===== src/hdl/qdec_pkg.sv =====
// Constants shared by the two-phase event counter.
// Assumes a single system clock; all pins arrive asynchronously.
package qdec_pkg;

  // Channel layout: index 0..2 serves counter channels 2..4
  localparam int CH_N = 3;
  localparam int CH_Z_IDX = 1;
  localparam int CH_NORMAL_IDX = 0;
  localparam int CH_X4_IDX = 2;

  // Counter geometry
  localparam int CNT_W = 16;
  localparam logic [15:0] CNT_MAX = 16'hFFFF;
  localparam logic [15:0] CNT_ZERO = 16'h0000;
  localparam logic [15:0] CNT_ONE = 16'h0001;

  // Reset values
  localparam logic [15:0] CNT_RST = 16'h0000;
  localparam logic [15:0] RELOAD_RST = 16'h0000;

  // Synchroniser depth ahead of edge detection
  localparam int SYNC_STAGES = 2;

endpackage


===== src/hdl/quadrature_event_counter.sv =====
// Three-channel 16-bit two-phase (quadrature) event counter with Z-phase clear.
// Assumes software bits arrive as plain ports on sys_clk_i; phase and Z pins are asynchronous.
// Phase changes must sit at least one clock apart to be resolved.
// Every output is taken straight from a register.
`timescale 1ns/100ps

module quadrature_event_counter (
  input wire logic sys_clk_i,                 // System clock, 25 MHz
  input wire logic nrst_i,                    // Asynchronous reset, active low
  input wire logic [2:0] phase_a_input_pin_i, // Output-pin phase per channel 2..4
  input wire logic [2:0] phase_b_input_pin_i, // Input-pin phase per channel 2..4
  input wire logic ext_irq2_pin_i,            // Z phase for channel 3
  input wire logic [2:0] channel_run_bit_i,   // Run bit per channel
  input wire logic [2:0] free_run_i,          // Free-running select per channel
  input wire logic ch3_x4_sel_i,              // Channel 3 decoding: 1 = times four
  input wire logic z_clear_enable_bit_i,      // Z-phase clear enable
  input wire logic edge_polarity_bit_i,       // Z edge: 1 = rising, 0 = falling
  input wire logic [2:0] cnt_wr_i,            // Counter register write strobe
  input wire logic [15:0] cnt_wr_data_i,      // Counter register write data
  output logic [47:0] count_o,                // Current counts, channel 2 in low word
  output logic [2:0] irq_o                    // Interrupt request pulse per channel
);

  genvar g;

  // Z-phase synchroniser and edge detector, shared by channel 3 only
  logic [qdec_pkg::SYNC_STAGES-1:0] z_sync_r;
  logic z_prev_r;
  logic z_now;
  logic z_rise;
  logic z_fall;
  logic z_edge;

  // Two flops ahead of any logic that reads the pin
  always_ff @(posedge sys_clk_i or negedge nrst_i) begin
    if (!nrst_i) begin
      z_sync_r <= '0;
    end else begin
      z_sync_r <= {z_sync_r[0], ext_irq2_pin_i};
    end
  end

  assign z_now = z_sync_r[qdec_pkg::SYNC_STAGES-1];

  always_ff @(posedge sys_clk_i or negedge nrst_i) begin
    if (!nrst_i) begin
      z_prev_r <= 1'b0;
    end else begin
      z_prev_r <= z_now;
    end
  end

  assign z_rise = z_now & ~z_prev_r;
  assign z_fall = ~z_now & z_prev_r;

  // Active edge picked by polarity
  always_comb begin
    if (edge_polarity_bit_i) begin
      z_edge = z_rise;
    end else begin
      z_edge = z_fall;
    end
  end

  generate
    for (g = 0; g < qdec_pkg::CH_N; g = g + 1) begin : g_ch
      logic [qdec_pkg::SYNC_STAGES-1:0] a_sync_r;
      logic [qdec_pkg::SYNC_STAGES-1:0] b_sync_r;
      logic a_prev_r;
      logic b_prev_r;
      logic [15:0] cnt_r;
      logic [15:0] cnt_nxt;
      logic [15:0] reload_r;
      logic [15:0] reload_nxt;
      logic seen_r;
      logic seen_nxt;
      logic zpend_r;
      logic zpend_nxt;
      logic irq_r;
      logic irq_nxt;
      logic dbl_r;
      logic dbl_nxt;
      logic x4_mode;
      logic a_now;
      logic b_now;
      logic [3:0] trans;
      logic x4_up;
      logic x4_dn;
      logic b_rise;
      logic b_fall;
      logic nrm_up;
      logic nrm_dn;
      logic ev_up;
      logic ev_dn;
      logic cnt_ev;
      logic ovf;
      logic udf;
      logic wrap;
      logic z_active;
      logic z_fire;
      logic wr_both;

      // Phase pins are both inputs here; two flops each before decoding
      always_ff @(posedge sys_clk_i or negedge nrst_i) begin
        if (!nrst_i) begin
          a_sync_r <= '0;
        end else begin
          a_sync_r <= {a_sync_r[0], phase_a_input_pin_i[g]};
        end
      end

      always_ff @(posedge sys_clk_i or negedge nrst_i) begin
        if (!nrst_i) begin
          b_sync_r <= '0;
        end else begin
          b_sync_r <= {b_sync_r[0], phase_b_input_pin_i[g]};
        end
      end

      // Last synchronised levels, for edge detection
      always_ff @(posedge sys_clk_i or negedge nrst_i) begin
        if (!nrst_i) begin
          a_prev_r <= 1'b0;
          b_prev_r <= 1'b0;
        end else begin
          a_prev_r <= a_now;
          b_prev_r <= b_now;
        end
      end

      assign a_now = a_sync_r[qdec_pkg::SYNC_STAGES-1];
      assign b_now = b_sync_r[qdec_pkg::SYNC_STAGES-1];

      // Previous and present levels: A prev, B prev, A now, B now
      assign trans = {a_prev_r, b_prev_r, a_now, b_now};

      // Decoding fixed on channels 2 and 4, selectable on channel 3
      if (g == qdec_pkg::CH_Z_IDX) begin : g_sel
        assign x4_mode = ch3_x4_sel_i;
      end else if (g == qdec_pkg::CH_X4_IDX) begin : g_x4
        assign x4_mode = 1'b1;
      end else begin : g_norm
        assign x4_mode = 1'b0;
      end

      // Times-four table: forward runs AB 00, 10, 11, 01; both phases moving is ignored
      always_comb begin
        x4_up = 1'b0;
        x4_dn = 1'b0;
        case (trans)
          4'h2: begin
            x4_up = 1'b1;
          end
          4'hB: begin
            x4_up = 1'b1;
          end
          4'hD: begin
            x4_up = 1'b1;
          end
          4'h4: begin
            x4_up = 1'b1;
          end
          4'h8: begin
            x4_dn = 1'b1;
          end
          4'hE: begin
            x4_dn = 1'b1;
          end
          4'h7: begin
            x4_dn = 1'b1;
          end
          4'h1: begin
            x4_dn = 1'b1;
          end
          default: begin
            x4_up = 1'b0;
            x4_dn = 1'b0;
          end
        endcase
      end

      // Normal decoding counts only B edges while A is high
      assign b_rise = b_now & ~b_prev_r;
      assign b_fall = ~b_now & b_prev_r;
      assign nrm_up = b_rise & a_now;
      assign nrm_dn = b_fall & a_now;

      // Direction of this cycle's step, if any
      always_comb begin
        if (x4_mode) begin
          ev_up = x4_up;
          ev_dn = x4_dn;
        end else begin
          ev_up = nrm_up;
          ev_dn = nrm_dn;
        end
      end

      // Count and write qualification for this channel
      always_comb begin
        cnt_ev = channel_run_bit_i[g] & (ev_up | ev_dn);
        wr_both = cnt_wr_i[g] & (~channel_run_bit_i[g] | ~seen_r);
      end

      // Wrap only on a step past the end of the range
      always_comb begin
        ovf = ev_up & (cnt_r == qdec_pkg::CNT_MAX);
        udf = ev_dn & (cnt_r == qdec_pkg::CNT_ZERO);
        wrap = ovf | udf;
      end

      // Z clear only on channel 3 in free-run, x4, enabled
      if (g == qdec_pkg::CH_Z_IDX) begin : g_z
        assign z_active = channel_run_bit_i[g] & z_clear_enable_bit_i &
                          free_run_i[g] & x4_mode;
      end else begin : g_noz
        assign z_active = 1'b0;
      end
      assign z_fire = cnt_ev & zpend_r & z_active;

      // First count-source pulse since start
      always_comb begin
        seen_nxt = seen_r;
        if (!channel_run_bit_i[g]) begin
          seen_nxt = 1'b0;
        end else if (cnt_ev) begin
          seen_nxt = 1'b1;
        end
      end

      always_ff @(posedge sys_clk_i or negedge nrst_i) begin
        if (!nrst_i) begin
          seen_r <= 1'b0;
        end else begin
          seen_r <= seen_nxt;
        end
      end

      // Reload register takes every write
      always_comb begin
        reload_nxt = reload_r;
        if (cnt_wr_i[g]) begin
          reload_nxt = cnt_wr_data_i;
        end
      end

      always_ff @(posedge sys_clk_i or negedge nrst_i) begin
        if (!nrst_i) begin
          reload_r <= qdec_pkg::RELOAD_RST;
        end else begin
          reload_r <= reload_nxt;
        end
      end

      // Counter next value: write, Z clear, reload, then plain step
      always_comb begin
        cnt_nxt = cnt_r;
        if (wr_both) begin
          cnt_nxt = cnt_wr_data_i;
        end else if (cnt_ev) begin
          if (z_fire) begin
            cnt_nxt = qdec_pkg::CNT_ZERO;
          end else if (wrap && !free_run_i[g]) begin
            cnt_nxt = reload_r;
          end else if (ev_up) begin
            cnt_nxt = cnt_r + qdec_pkg::CNT_ONE;
          end else begin
            cnt_nxt = cnt_r - qdec_pkg::CNT_ONE;
          end
        end
      end

      always_ff @(posedge sys_clk_i or negedge nrst_i) begin
        if (!nrst_i) begin
          cnt_r <= qdec_pkg::CNT_RST;
        end else begin
          cnt_r <= cnt_nxt;
        end
      end

      // Pending Z edge; a new edge in the consuming cycle stays pending
      always_comb begin
        zpend_nxt = zpend_r;
        if (!z_active) begin
          zpend_nxt = 1'b0;
        end else if (z_edge) begin
          zpend_nxt = 1'b1;
        end else if (z_fire) begin
          zpend_nxt = 1'b0;
        end
      end

      always_ff @(posedge sys_clk_i or negedge nrst_i) begin
        if (!nrst_i) begin
          zpend_r <= 1'b0;
        end else begin
          zpend_r <= zpend_nxt;
        end
      end

      // Interrupt pulse; a Z clear coinciding with a wrap gives a second one
      always_comb begin
        irq_nxt = (cnt_ev & (wrap | z_fire)) | dbl_r;
        dbl_nxt = cnt_ev & z_fire & wrap;
      end

      always_ff @(posedge sys_clk_i or negedge nrst_i) begin
        if (!nrst_i) begin
          irq_r <= 1'b0;
        end else begin
          irq_r <= irq_nxt;
        end
      end

      always_ff @(posedge sys_clk_i or negedge nrst_i) begin
        if (!nrst_i) begin
          dbl_r <= 1'b0;
        end else begin
          dbl_r <= dbl_nxt;
        end
      end

      assign count_o[g*qdec_pkg::CNT_W +: qdec_pkg::CNT_W] = cnt_r;
      assign irq_o[g] = irq_r;
    end
  endgenerate

endmodule


===== config.mk =====
export PLATFORM = sky130hd
export DESIGN_NAME = quadrature_event_counter
export DESIGN_NICKNAME = d
export VERILOG_FILES = /design/src/hdl/qdec_pkg.sv /design/src/hdl/quadrature_event_counter.sv
export SDC_FILE = /design/constraint.sdc
export NUM_CORES = 1
export LEC_CHECK = 0
export BUFFER_PORTS_ARGS = -buffer_cell sky130_fd_sc_hd__buf_2
export CORE_MARGIN = 3
export CORE_UTILIZATION = 50
export CTS_BUF_LIST = sky130_fd_sc_hd__clkbuf_16
export DETAILED_ROUTE_END_ITERATION = 8
export PLACE_DENSITY_LB_ADDON = 0.2
export SLEW_MARGIN = 20
export SYNTH_ARGS = -nofsm -noshare
export SYNTH_HDL_FRONTEND = slang
export SYNTH_SLANG_ARGS = --single-unit

===== constraint.sdc =====
create_clock -name sys_clk_i -period 4.3 [get_ports sys_clk_i]
set_clock_uncertainty 0.2 [all_clocks]
set_input_delay 0.43 -clock sys_clk_i [delete_from_list [all_inputs] [get_ports sys_clk_i]]
set_output_delay 0.43 -clock sys_clk_i [all_outputs]
set_load 0.005 [all_outputs]

==> results of run 1 <==
## what timing repair did
action,4_1_cts,5_1_grt
hold buffers,7,0
endpoints found under the hold margin,7,0
gates resized for setup,0,0
## power by group through the flow
stage                     Sequential (mW)  Combinational, mW  Clock [mW]
final                                1.54               1.52        1.26
after global routing                 1.56               1.70        1.33
after global placement               1.54               1.45           0
after CTS                            1.53               1.51        1.28
after detailed placement             1.55               1.49           0
after floorplan                      1.48               1.09           0
## cell families after synthesis
| logic type | Yosys count | synth area share (%) |
|---|---|---|
| adders and majority gates | 45 | 7.73 |
| xor gates and xnor gates | 45 | 5.20 |
| muxes | 60 | 8.72 |
| DFF | 124 | 41.0 |
| buffers and inverters | 51 | 3.22 |
| AOI/OAI and AO/OA | 236 | 20.0 |
| and+or+nand+nor | 220 | 14.2 |
## critical path: stages, from the launching register on
cell and delay (ps):
dfrtp_1 450, xnor2_1 180, o31a_1 280, o22ai_4 240, inv_1 330, fa_1 540
a211oi_1 290, o21bai_1 140, a21boi_0 300, o21a_1 200, o31ai_1 90, xor2_1 150
mux2i_1 140, o21ai_1 70
## state kept, by name, indices dropped and copies added (netlist names), 2 cells and up
register and flops:
g_ch.cnt_r 48, g_ch.reload_r 48, g_ch.a_sync_r 6, g_ch.b_sync_r 6, g_ch.b_prev_r 3, g_ch.irq_r 3
g_ch.seen_r 3, g_ch.a_prev_r 2, z_sync_r 2
## per-stage QoR
step | hold WS (ps) | instance area (um2) | worst slack [ps] | util [%]
5_1_grt | 51.5 | 8670 | 313 | 59.0
6_report | -11.5 | 8670 | 580 | 59.0
4_1_cts | 32.4 | 8670 | 612 | 59.0
3_3_place_gp | 132 | 8090 | 794 | 55.0
3_5_place_dp | 135 | 8090 | 633 | 55.0
2_1_floorplan | -65.6 | 7570 | 1110 | -
## placed cells by master, fill, tap and decap left out, drive strengths merged, types with 13 or more instances in the layout
master,n
a211oi,20
a21oi,67
and3,14
buf,92
clkbuf,17
dfrtp,124
ha,42
inv,16
mux2,48
nand2,70
nand4,16
nor2,58
nor3,13
o211ai,16
o21ai,56
o31ai,14
xnor2,25
xor2,20
## how the worst min path moves through the flow
stage | to | depth (start not counted) | startpoint | slack, ps
3_5_place_dp | g_ch[2].b_sync_r[1] | 0 | g_ch[2].b_sync_r[0] | 130
3_3_place_gp | z_sync_r[1] | 0 | z_sync_r[0] | 130
5_1_grt | g_ch[0].a_sync_r[1] | 1 | nrst_i | 50
2_1_floorplan | g_ch[0].a_sync_r[0] | 0 | nrst_i | -70
6_report | g_ch[0].a_sync_r[1] | 1 | nrst_i | -10
4_1_cts | g_ch[0].a_sync_r[1] | 1 | nrst_i | 30
## area by class of cell
type                       count  area share (%)
clock inverter                12           0.995
multi-input combinational    606            48.8
timing repair buffer          99            6.29
clock buffer                  17            4.90
tap                          184            2.65
sequential                   124            35.8
inverter                      14           0.606
## routing by layer
layer,global-route usage (%),vias to the layer above
li1,-,3048
met4,9.20,0
met5,0,-
met1,35.8,3163
met3,5.28,32
met2,41.1,206
==> results.cfg, run 1 <==
[job]
cap_violations = 0

[global_route]
grt_pass1_wl_um = 33800
grt_max_degree = 80
grt_antenna_before_repair = 0
grt.overflow.total = 0
grt_usage_pct = 26.0
first_global_vias = 6512

[detailed_routing]
vias = 6449
totalWireLength_um = 20800
wl_met1_um = 9560
post_drt_wl_per_cell_um = 19.7
routed.top_layer = met4
dr.pass1.iters = 4
wl_met2_um = 9750
route.detailed.drc = 0
vias_per_cell = 6.11
ant_nets = 0
wl_met3_um = 1050
drtIter0Drc = 420

[timing]
period_share_pct = 86.5
setup_viol = 0
relSlewSlack_pct = 26.5
hold_viol = 7
hold_slack_ps = -11.5
min_period_ps = 3720
tightest_slew_ps = 1100
fin_setup_tns_ps = 0
rsz0062_at_grt = false
clock.fmax_ghz = 0.269
finalMaxSlewViolations = 0

[worst_setup_path]
timing.rr.end = g_ch[1].cnt_r[14]
r2r_start = g_ch[1].a_sync_r[1]
critPathArrivalTime_ps = 3810
ff2ff_path_depth = 13
cp-endpoint = g_ch[1].cnt_r[14]
cp_max_fo = 15
end_kind = register
criticalPathCategory = reg2reg
crit_start = g_ch[1].a_sync_r[1]
cp-start-kind = register
r2r_setup_slack_ps = 580
crit_required_ps = 4390

[logic_synthesis]
yosysMostFrequentCell = dfrtp_1
synth_warnings = 0
avgSynthCellArea_um2 = 9.70
async_flop_share_pct = 100
yosysSeqAreaShare_pct = 41.0
netlist.area_leader.share_pct = 41.0
synth_nets = 863
netlist_top_cells_count = dfrtp_1 (124), nand2_1 (70), a21oi_1 (67), nor2_1 (56), mux2_2 (48)
synth_edf_count = 0
synth_seq_cells = 124
synth.distinct_cells = 59
synthCells = 781
synth_top_cell_by_area = dfrtp_1
synthesis.area_um2 = 7570
synth_top_flop_cell = dfrtp_1
synth_area_leaders = dfrtp_1 (41%), mux2_2 (7.1%), ha_1 (6.9%)

[layout]
fillers = 1249
multiInputGateArea_um2 = 4230
final_nets = 944
ff_latch_area_um2 = 3100
antenna_cells = 0
final_cells = 1056
drive_above_1_share_pct = 20.3
area_delta_synth_final_pct = 14.5

[power_and_ir_drop]
swShare_pct = 35.7
intPower_mw = 2.77
power_frac_seq_pct = 35.6
combPwrFrac_pct = 35.2
p_leak_nw = 3.73
powerDensity_nw_per_um2 = 497
p_switching_mw = 1.54
p_clk_share_pct = 29.2
ir_drop_mv = 0.308
power_mw = 4.31

[die]
start_util_pct = 51.5
core_um2 = 14700
io_pins = 88
die-area_um2 = 16700
die_w_um = 129
die-height_um = 129
core.rowCount = 44

[status]
status = complete, but fails checks
violations = negative hold slack

[clocking]
clock-sinks = 124
cts_inserted_buffers = 17
cts_tree = yes
insertion_delay_ps = 410
cts_root_buffer = clkbuf_16
clockBufferDepth = 2
postCtsSetupBuffers = 0
htree_levels = 4
clkTransAtPathRegs_ps = 50

[placement]
dp.cells = 1020
place.gp.congestion = 0.947
portBuffers = 87
detailed_place_hpwl_um = 14700

[hold_path]
worstHoldPathType = in2async
(Power assumes the default switching activity.)
==> run 2: changes to the inputs <==
ABC_AREA = 1   (was unset)
==> run 2 against run 1 <==
The run still ends with negative hold slack left. Design area is 16% higher. Count of clock-buffer cells in the layout stayed put. Critical path depth is 2 lower. Via count is 34% higher. Power is 12% higher. Final cell count is 56% higher. Synthesized cell count is 71% higher. Largest power group is now combinational logic. Highest routed layer unchanged.
==> results.cfg, run 2 <==
[logic_synthesis]
synth.distinct_cells = 32
netlist.area_leader.share_pct = 35.2
yosysMostFrequentCell = nand2_1
muxShareOfSynthArea_pct = 0
synth_top_family_by_area = simple AND/OR/NAND/NOR gates
avgSynthCellArea_um2 = 6.63
netlist_top_cells_count = nand2_1 (408), inv_1 (223), nand3_1 (165), dfrtp_1 (124), nor2_1 (99)
synth_top_flop_cell = dfrtp_1
synth_top_cell_by_area = dfrtp_1
synth_xor_area_share_pct = 2.48
synth_warnings = 0
yosysSeqAreaShare_pct = 35.2
synthesis.area_um2 = 8830
synth-compound-area-share_pct = 9.41
async_flop_share_pct = 100
synth_seq_cells = 124
synth_area_leaders = dfrtp_1 (35%), nand2_1 (17%), inv_1 (9.5%)
synthSimpleGateAreaFrac_pct = 34.5
synth_nets = 1414
synth_edf_count = 0
synthCells = 1332
synth_fa_ha_area_share_pct = 6.63

[global_route]
grt_max_degree = 78
grt_pass1_wl_um = 40100
grt_antenna_before_repair = 0
grt.overflow.total = 0
first_global_vias = 8105
grt_usage_pct = 25.3

[worst_setup_path]
cpLargestDelayFamily = simple AND/OR/NAND/NOR gates
worst_path_max_delay_cell = ha_1
cp-start-kind = register
criticalPathCategory = reg2reg
crit_buf_inv = 1
path_cells = inv_1 -> nand3_1 -> ha_1 -> nand2_1 -> nor3_1 -> and2_1 -> nand2_1 -> nand3_1 -> nand3_1 -> nand2_1 -> nand2_1
critPathArrivalTime_ps = 3030
cp_max_fo = 19
critPathMostFrequentCell = nand2_1
critPathMaxStageDelay_ps = 700
crit_required_ps = 4410
end_kind = register

[power_and_ir_drop]
powerDensity_nw_per_um2 = 480
p_leak_nw = 5.54
ir_drop_mv = 0.296

[clocking]
htree_levels = 4
cts_root_buffer = clkbuf_16
postCtsSetupBuffers = 0
clkTransAtPathRegs_ps = 60
ctsHoldBuffers = 7
cts_tree = yes
insertion_delay_ps = 420
postCtsResizedCells = 0
cts_inserted_buffers = 17
clock-sinks = 124
clockBufferDepth = 2

[detailed_routing]
ant_nets = 0
totalWireLength_um = 24300
post_drt_wl_per_cell_um = 14.8
drtIter0Drc = 558
route.detailed.drc = 0
dr.pass1.iters = 6
vias_per_cell = 5.24
vias = 8628

[job]
cap_violations = 0

[timing]
tightest_slew_ps = 995
clock.fmax_ghz = 0.343
relSlewSlack_pct = 33.7
fin_setup_tns_ps = 0
rsz0062_at_grt = false
period_share_pct = 67.8
hold_viol = 31
setup_viol = 0
finalMaxSlewViolations = 0
min_period_ps = 2920
hold_slack_ps = -50.8

[status]
violations = negative hold slack
status = complete, but fails checks

[die]
io_pins = 88
core.rowCount = 47
start_util_pct = 52.1
die-area_um2 = 19300
die-height_um = 139
die_w_um = 139
core_um2 = 16900

[placement]
place.gp.congestion = 0.914
dp.cells = 1609
portBuffers = 87
detailed_place_hpwl_um = 18500

[layout]
final_common_cell = nand2_1
final_nets = 1497
final_cells = 1647
drive_above_1_share_pct = 9.60
fillers = 1616
final_cell_mix = nand2_1 (408), inv_1 (225), nand3_1 (165)
antenna_cells = 0
reg_top3 = g_ch.cnt_r x48, g_ch.reload_r x48
area_delta_synth_final_pct = 13.9

[hold_path]
worstHoldPathType = in2async
run 2: cell count changes after synthesis, sizes merged, moves of 14 or more:
| cell | previous run | this run |
|---|---|---|
| a211oi | 20 | 0 |
| a21oi | 67 | 49 |
| and3 | 14 | 0 |
| inv | 14 | 225 |
| mux2 | 48 | 0 |
| nand2 | 70 | 418 |
| nand3 | 10 | 166 |
| nor2 | 58 | 103 |
| o211ai | 16 | 0 |
| o21ai | 56 | 86 |
| o31ai | 14 | 0 |
| xor2 | 20 | 6 |
run 2: report_power, final:
part	internal [mW]	total [mW]	switching [mW]
Combinational	0.706	1.84	1.14
Clock	0.957	1.48	0.525
Sequential	1.32	1.50	0.186
Total	2.98	4.83	1.85
run 2: layer usage:
layer	wire length [um]	vias up	global-route usage, %
li1	-	4393	-
met1	11100	3949	34.0
met2	11400	243	41.9
met3	1210	43	4.38
met4	526	0	7.62
met5	0	-	0
run 2: final timing paths:
check                                    start                  end  slack (ps)  cells after the start
hold / removal                          nrst_i  g_ch[2].reload_r[3]         -50                      1
setup / recovery              g_ch[0].b_prev_r    g_ch[0].cnt_r[15]        1380                     11
hold reg to reg            g_ch[2].a_sync_r[0]  g_ch[2].a_sync_r[1]         150                      0
setup reg to reg              g_ch[0].b_prev_r    g_ch[0].cnt_r[15]        1380                     11
max in group asynchronous               nrst_i    g_ch[1].cnt_r[13]        2990                      2
min in group sys_clk_i        cnt_wr_data_i[4]  g_ch[1].reload_r[4]          20                      3
run 2: layout make-up:
class                           count  area, um2  share of cell area, %
Clock buffer                       17        425                   4.23
Clock inverter                     14        179                   1.78
Inverter                          226        848                   8.44
Multi-Input combinational cell    948       4680                   46.6
Sequential cell                   124       3100                   30.9
Tap cell                          220        275                   2.74
Timing Repair Buffer               98        538                   5.35
run 2: stage by stage:
step                      instance area [um2]  util, %  setup slack [ps]  total power, mW  hold slack [ps]
final                                   10100     59.3              1380             4.83            -50.8
after floorplan                          8830        -              1880             2.82            -65.6
after detailed placement                 9380     55.4              1420             3.33              136
after global routing                    10100     59.3              1130             5.20             26.9
after global placement                   9380     55.4              1460             3.32              133
after CTS                               10100     59.3              1450             4.84             1.83
run 2: logic make-up after synthesis:
group                    Yosys count
AO/OA/AOI/OAI                    158
XOR/XNOR                          25
adder cells (fa/ha/maj)           45
buffers and inverters            260
flip-flops                       124
AND/OR/NAND/NOR                  720
==> run 3: changes to the inputs <==
clock period = 3.1 ns   (was 4.3 ns; I/O delays follow)
==> run 3 against run 2 <==
The flow now finishes without violations. Sequential cell count unchanged. Wire length grew 1.9%. Clock power is 40% higher. Design area is 2.2% higher. Setup slack lost 980 ps. Sequential power increased by 38%. First-iteration DRC count rose by 17%. Maximum frequency increased by 8.1%. Worst hold slack better by 71 ps. Power is 40% higher. Highest routed layer unchanged.
==> results.cfg, run 3 (synthesis results as in run 2) <==
[timing]
tightest_slew_ps = 705
finalMaxSlewViolations = 0
fin_setup_tns_ps = 0
hold_viol = 0
period_share_pct = 87.0
rsz0062_at_grt = false
relSlewSlack_pct = 53.0
min_period_ps = 2700
setup_viol = 0
clock.fmax_ghz = 0.371

[job]
cap_violations = 0

[global_route]
grt.overflow.total = 0
grt_antenna_before_repair = 0
grt_max_degree = 65
grt_usage_pct = 25.9
grt_pass1_wl_um = 41100
first_global_vias = 8276

[clocking]
postCtsSetupBuffers = 0
clockBufferDepth = 2
cts_tree = yes
cts_root_buffer = clkbuf_16
clkTransAtPathRegs_ps = 60
insertion_delay_ps = 430
clock-sinks = 124
postCtsResizedCells = 0
htree_levels = 4
cts_inserted_buffers = 17
ctsHoldBuffers = 22

[layout]
final_common_cell = nand2_1
reg_top3 = g_ch.cnt_r x48, g_ch.reload_r x48
final_nets = 1520
antenna_cells = 0
area_delta_synth_final_pct = 16.4
final_cell_mix = nand2_1 (408), inv_1 (225), nand3_1 (165)
drive_above_1_share_pct = 9.93

[detailed_routing]
drtIter0Drc = 655
post_drt_wl_per_cell_um = 14.8
route.detailed.drc = 0
vias = 8829
vias_per_cell = 5.29
dr.pass1.iters = 5
totalWireLength_um = 24800
ant_nets = 0

[worst_setup_path]
worst_path_max_delay_cell = fa_1
ff2ff_path_depth = 12
critPathArrivalTime_ps = 2810
critPathMaxStageDelay_ps = 440
crit_required_ps = 3220
cp-start-kind = register
r2r_setup_slack_ps = 400
path_cells = xor2_1 -> nand2_2 -> inv_2 -> fa_1 -> nor2_1 -> nor2_1 -> o21ai_0 -> nand2_1 -> nand3_1 -> nand3_1 -> nand2_1 -> nand2_1
cp_max_fo = 18
timing.rr.end = g_ch[2].cnt_r[14]
critPathMostFrequentCell = nand2_1
r2r_start = g_ch[2].a_sync_r[1]
end_kind = register
criticalPathCategory = reg2reg

[placement]
detailed_place_hpwl_um = 18500
place.gp.congestion = 0.968
portBuffers = 87

[die]
start_util_pct = 52.1
core_um2 = 16900
core.rowCount = 47
die_w_um = 139
die-area_um2 = 19300
die-height_um = 139
io_pins = 88

[hold_path]
hold_start = edge_polarity_bit_i
worstHoldPathType = in2reg
worstHoldEndpoint = g_ch[1].zpend_r
hold-path-cell-count = 4

[status]
status = completed

[power_and_ir_drop]
power_mw = 6.74
ir_drop_mv = 0.437
powerDensity_nw_per_um2 = 656
p_leak_nw = 5.64
-- run 3: cell count changes in the layout (fill, tap and decap cells not counted) --
cell / before / now
clkinv_1: 2 / 3
inv_6: 1 / 0
clkinvlp_4: 2 / 3
buf_4: 5 / 12
clkinv_2: 3 / 1
clkinv_4: 1 / 2
dlygate4sd3_1: 7 / 22
buf_12: 0 / 1
-- run 3: cell type report --
class	instances	area (um2)
multi-input cells	948	4680
clock buffers	17	425
well taps	220	275
inverters	226	848
flip-flops and latches	124	3100
fillers	1653	6660
repair buffers	121	761
clock inverters	14	180
-- run 3: worst max-delay path: cells and delay by family, from the launching register on --
family                   cells  cell delay (ps)
AND/OR/NAND/NOR              8              920
adder cells (fa/ha/maj)      1              440
flip-flops                   1              410
AO/OA/AOI/OAI                1              310
XOR/XNOR                     1              190
buffers and inverters        1              110
-- run 3: report_power, final --
part / total, mW / switching [mW] / internal (mW)
sequential: 2.07 / 0.250 / 1.82
combinational: 2.60 / 1.60 / 1.00
clock: 2.07 / 0.743 / 1.33
-- run 3: how the worst max path moves through the flow --
stage,cells after the start,end,startpoint
global placement,12,g_ch[2].cnt_r[14],g_ch[2].a_sync_r[1]
floorplan,13,g_ch[0].cnt_r[13],g_ch[0].b_prev_r
detailed placement,16,g_ch[1].cnt_r[11],ch3_x4_sel_i
CTS,12,g_ch[2].cnt_r[14],g_ch[2].a_sync_r[1]
finish,12,g_ch[2].cnt_r[14],g_ch[2].a_sync_r[1]
global route,12,g_ch[2].cnt_r[14],g_ch[2].a_sync_r[1]
-- run 3: per-stage QoR --
stage	instances	hold slack (ps)	util [%]	setup slack, ps	instance area, um2
after floorplan	1332	-186	-	682	8830
after global placement	1617	54.8	55.8	483	9450
after detailed placement	1617	56.9	55.8	413	9450
after CTS	1670	8.23	60.7	393	10300
after global routing	1670	22.2	60.7	140	10300
final	1670	20.0	60.7	402	10300
-- run 3: per-layer routing --
layer	wire length [um]	up-vias	global-route usage, %
met5	0	-	0
met4	610	0	9.27
met3	1260	48	3.69
met2	11600	242	42.3
met1	11200	4113	35.5
li1	-	4426	-
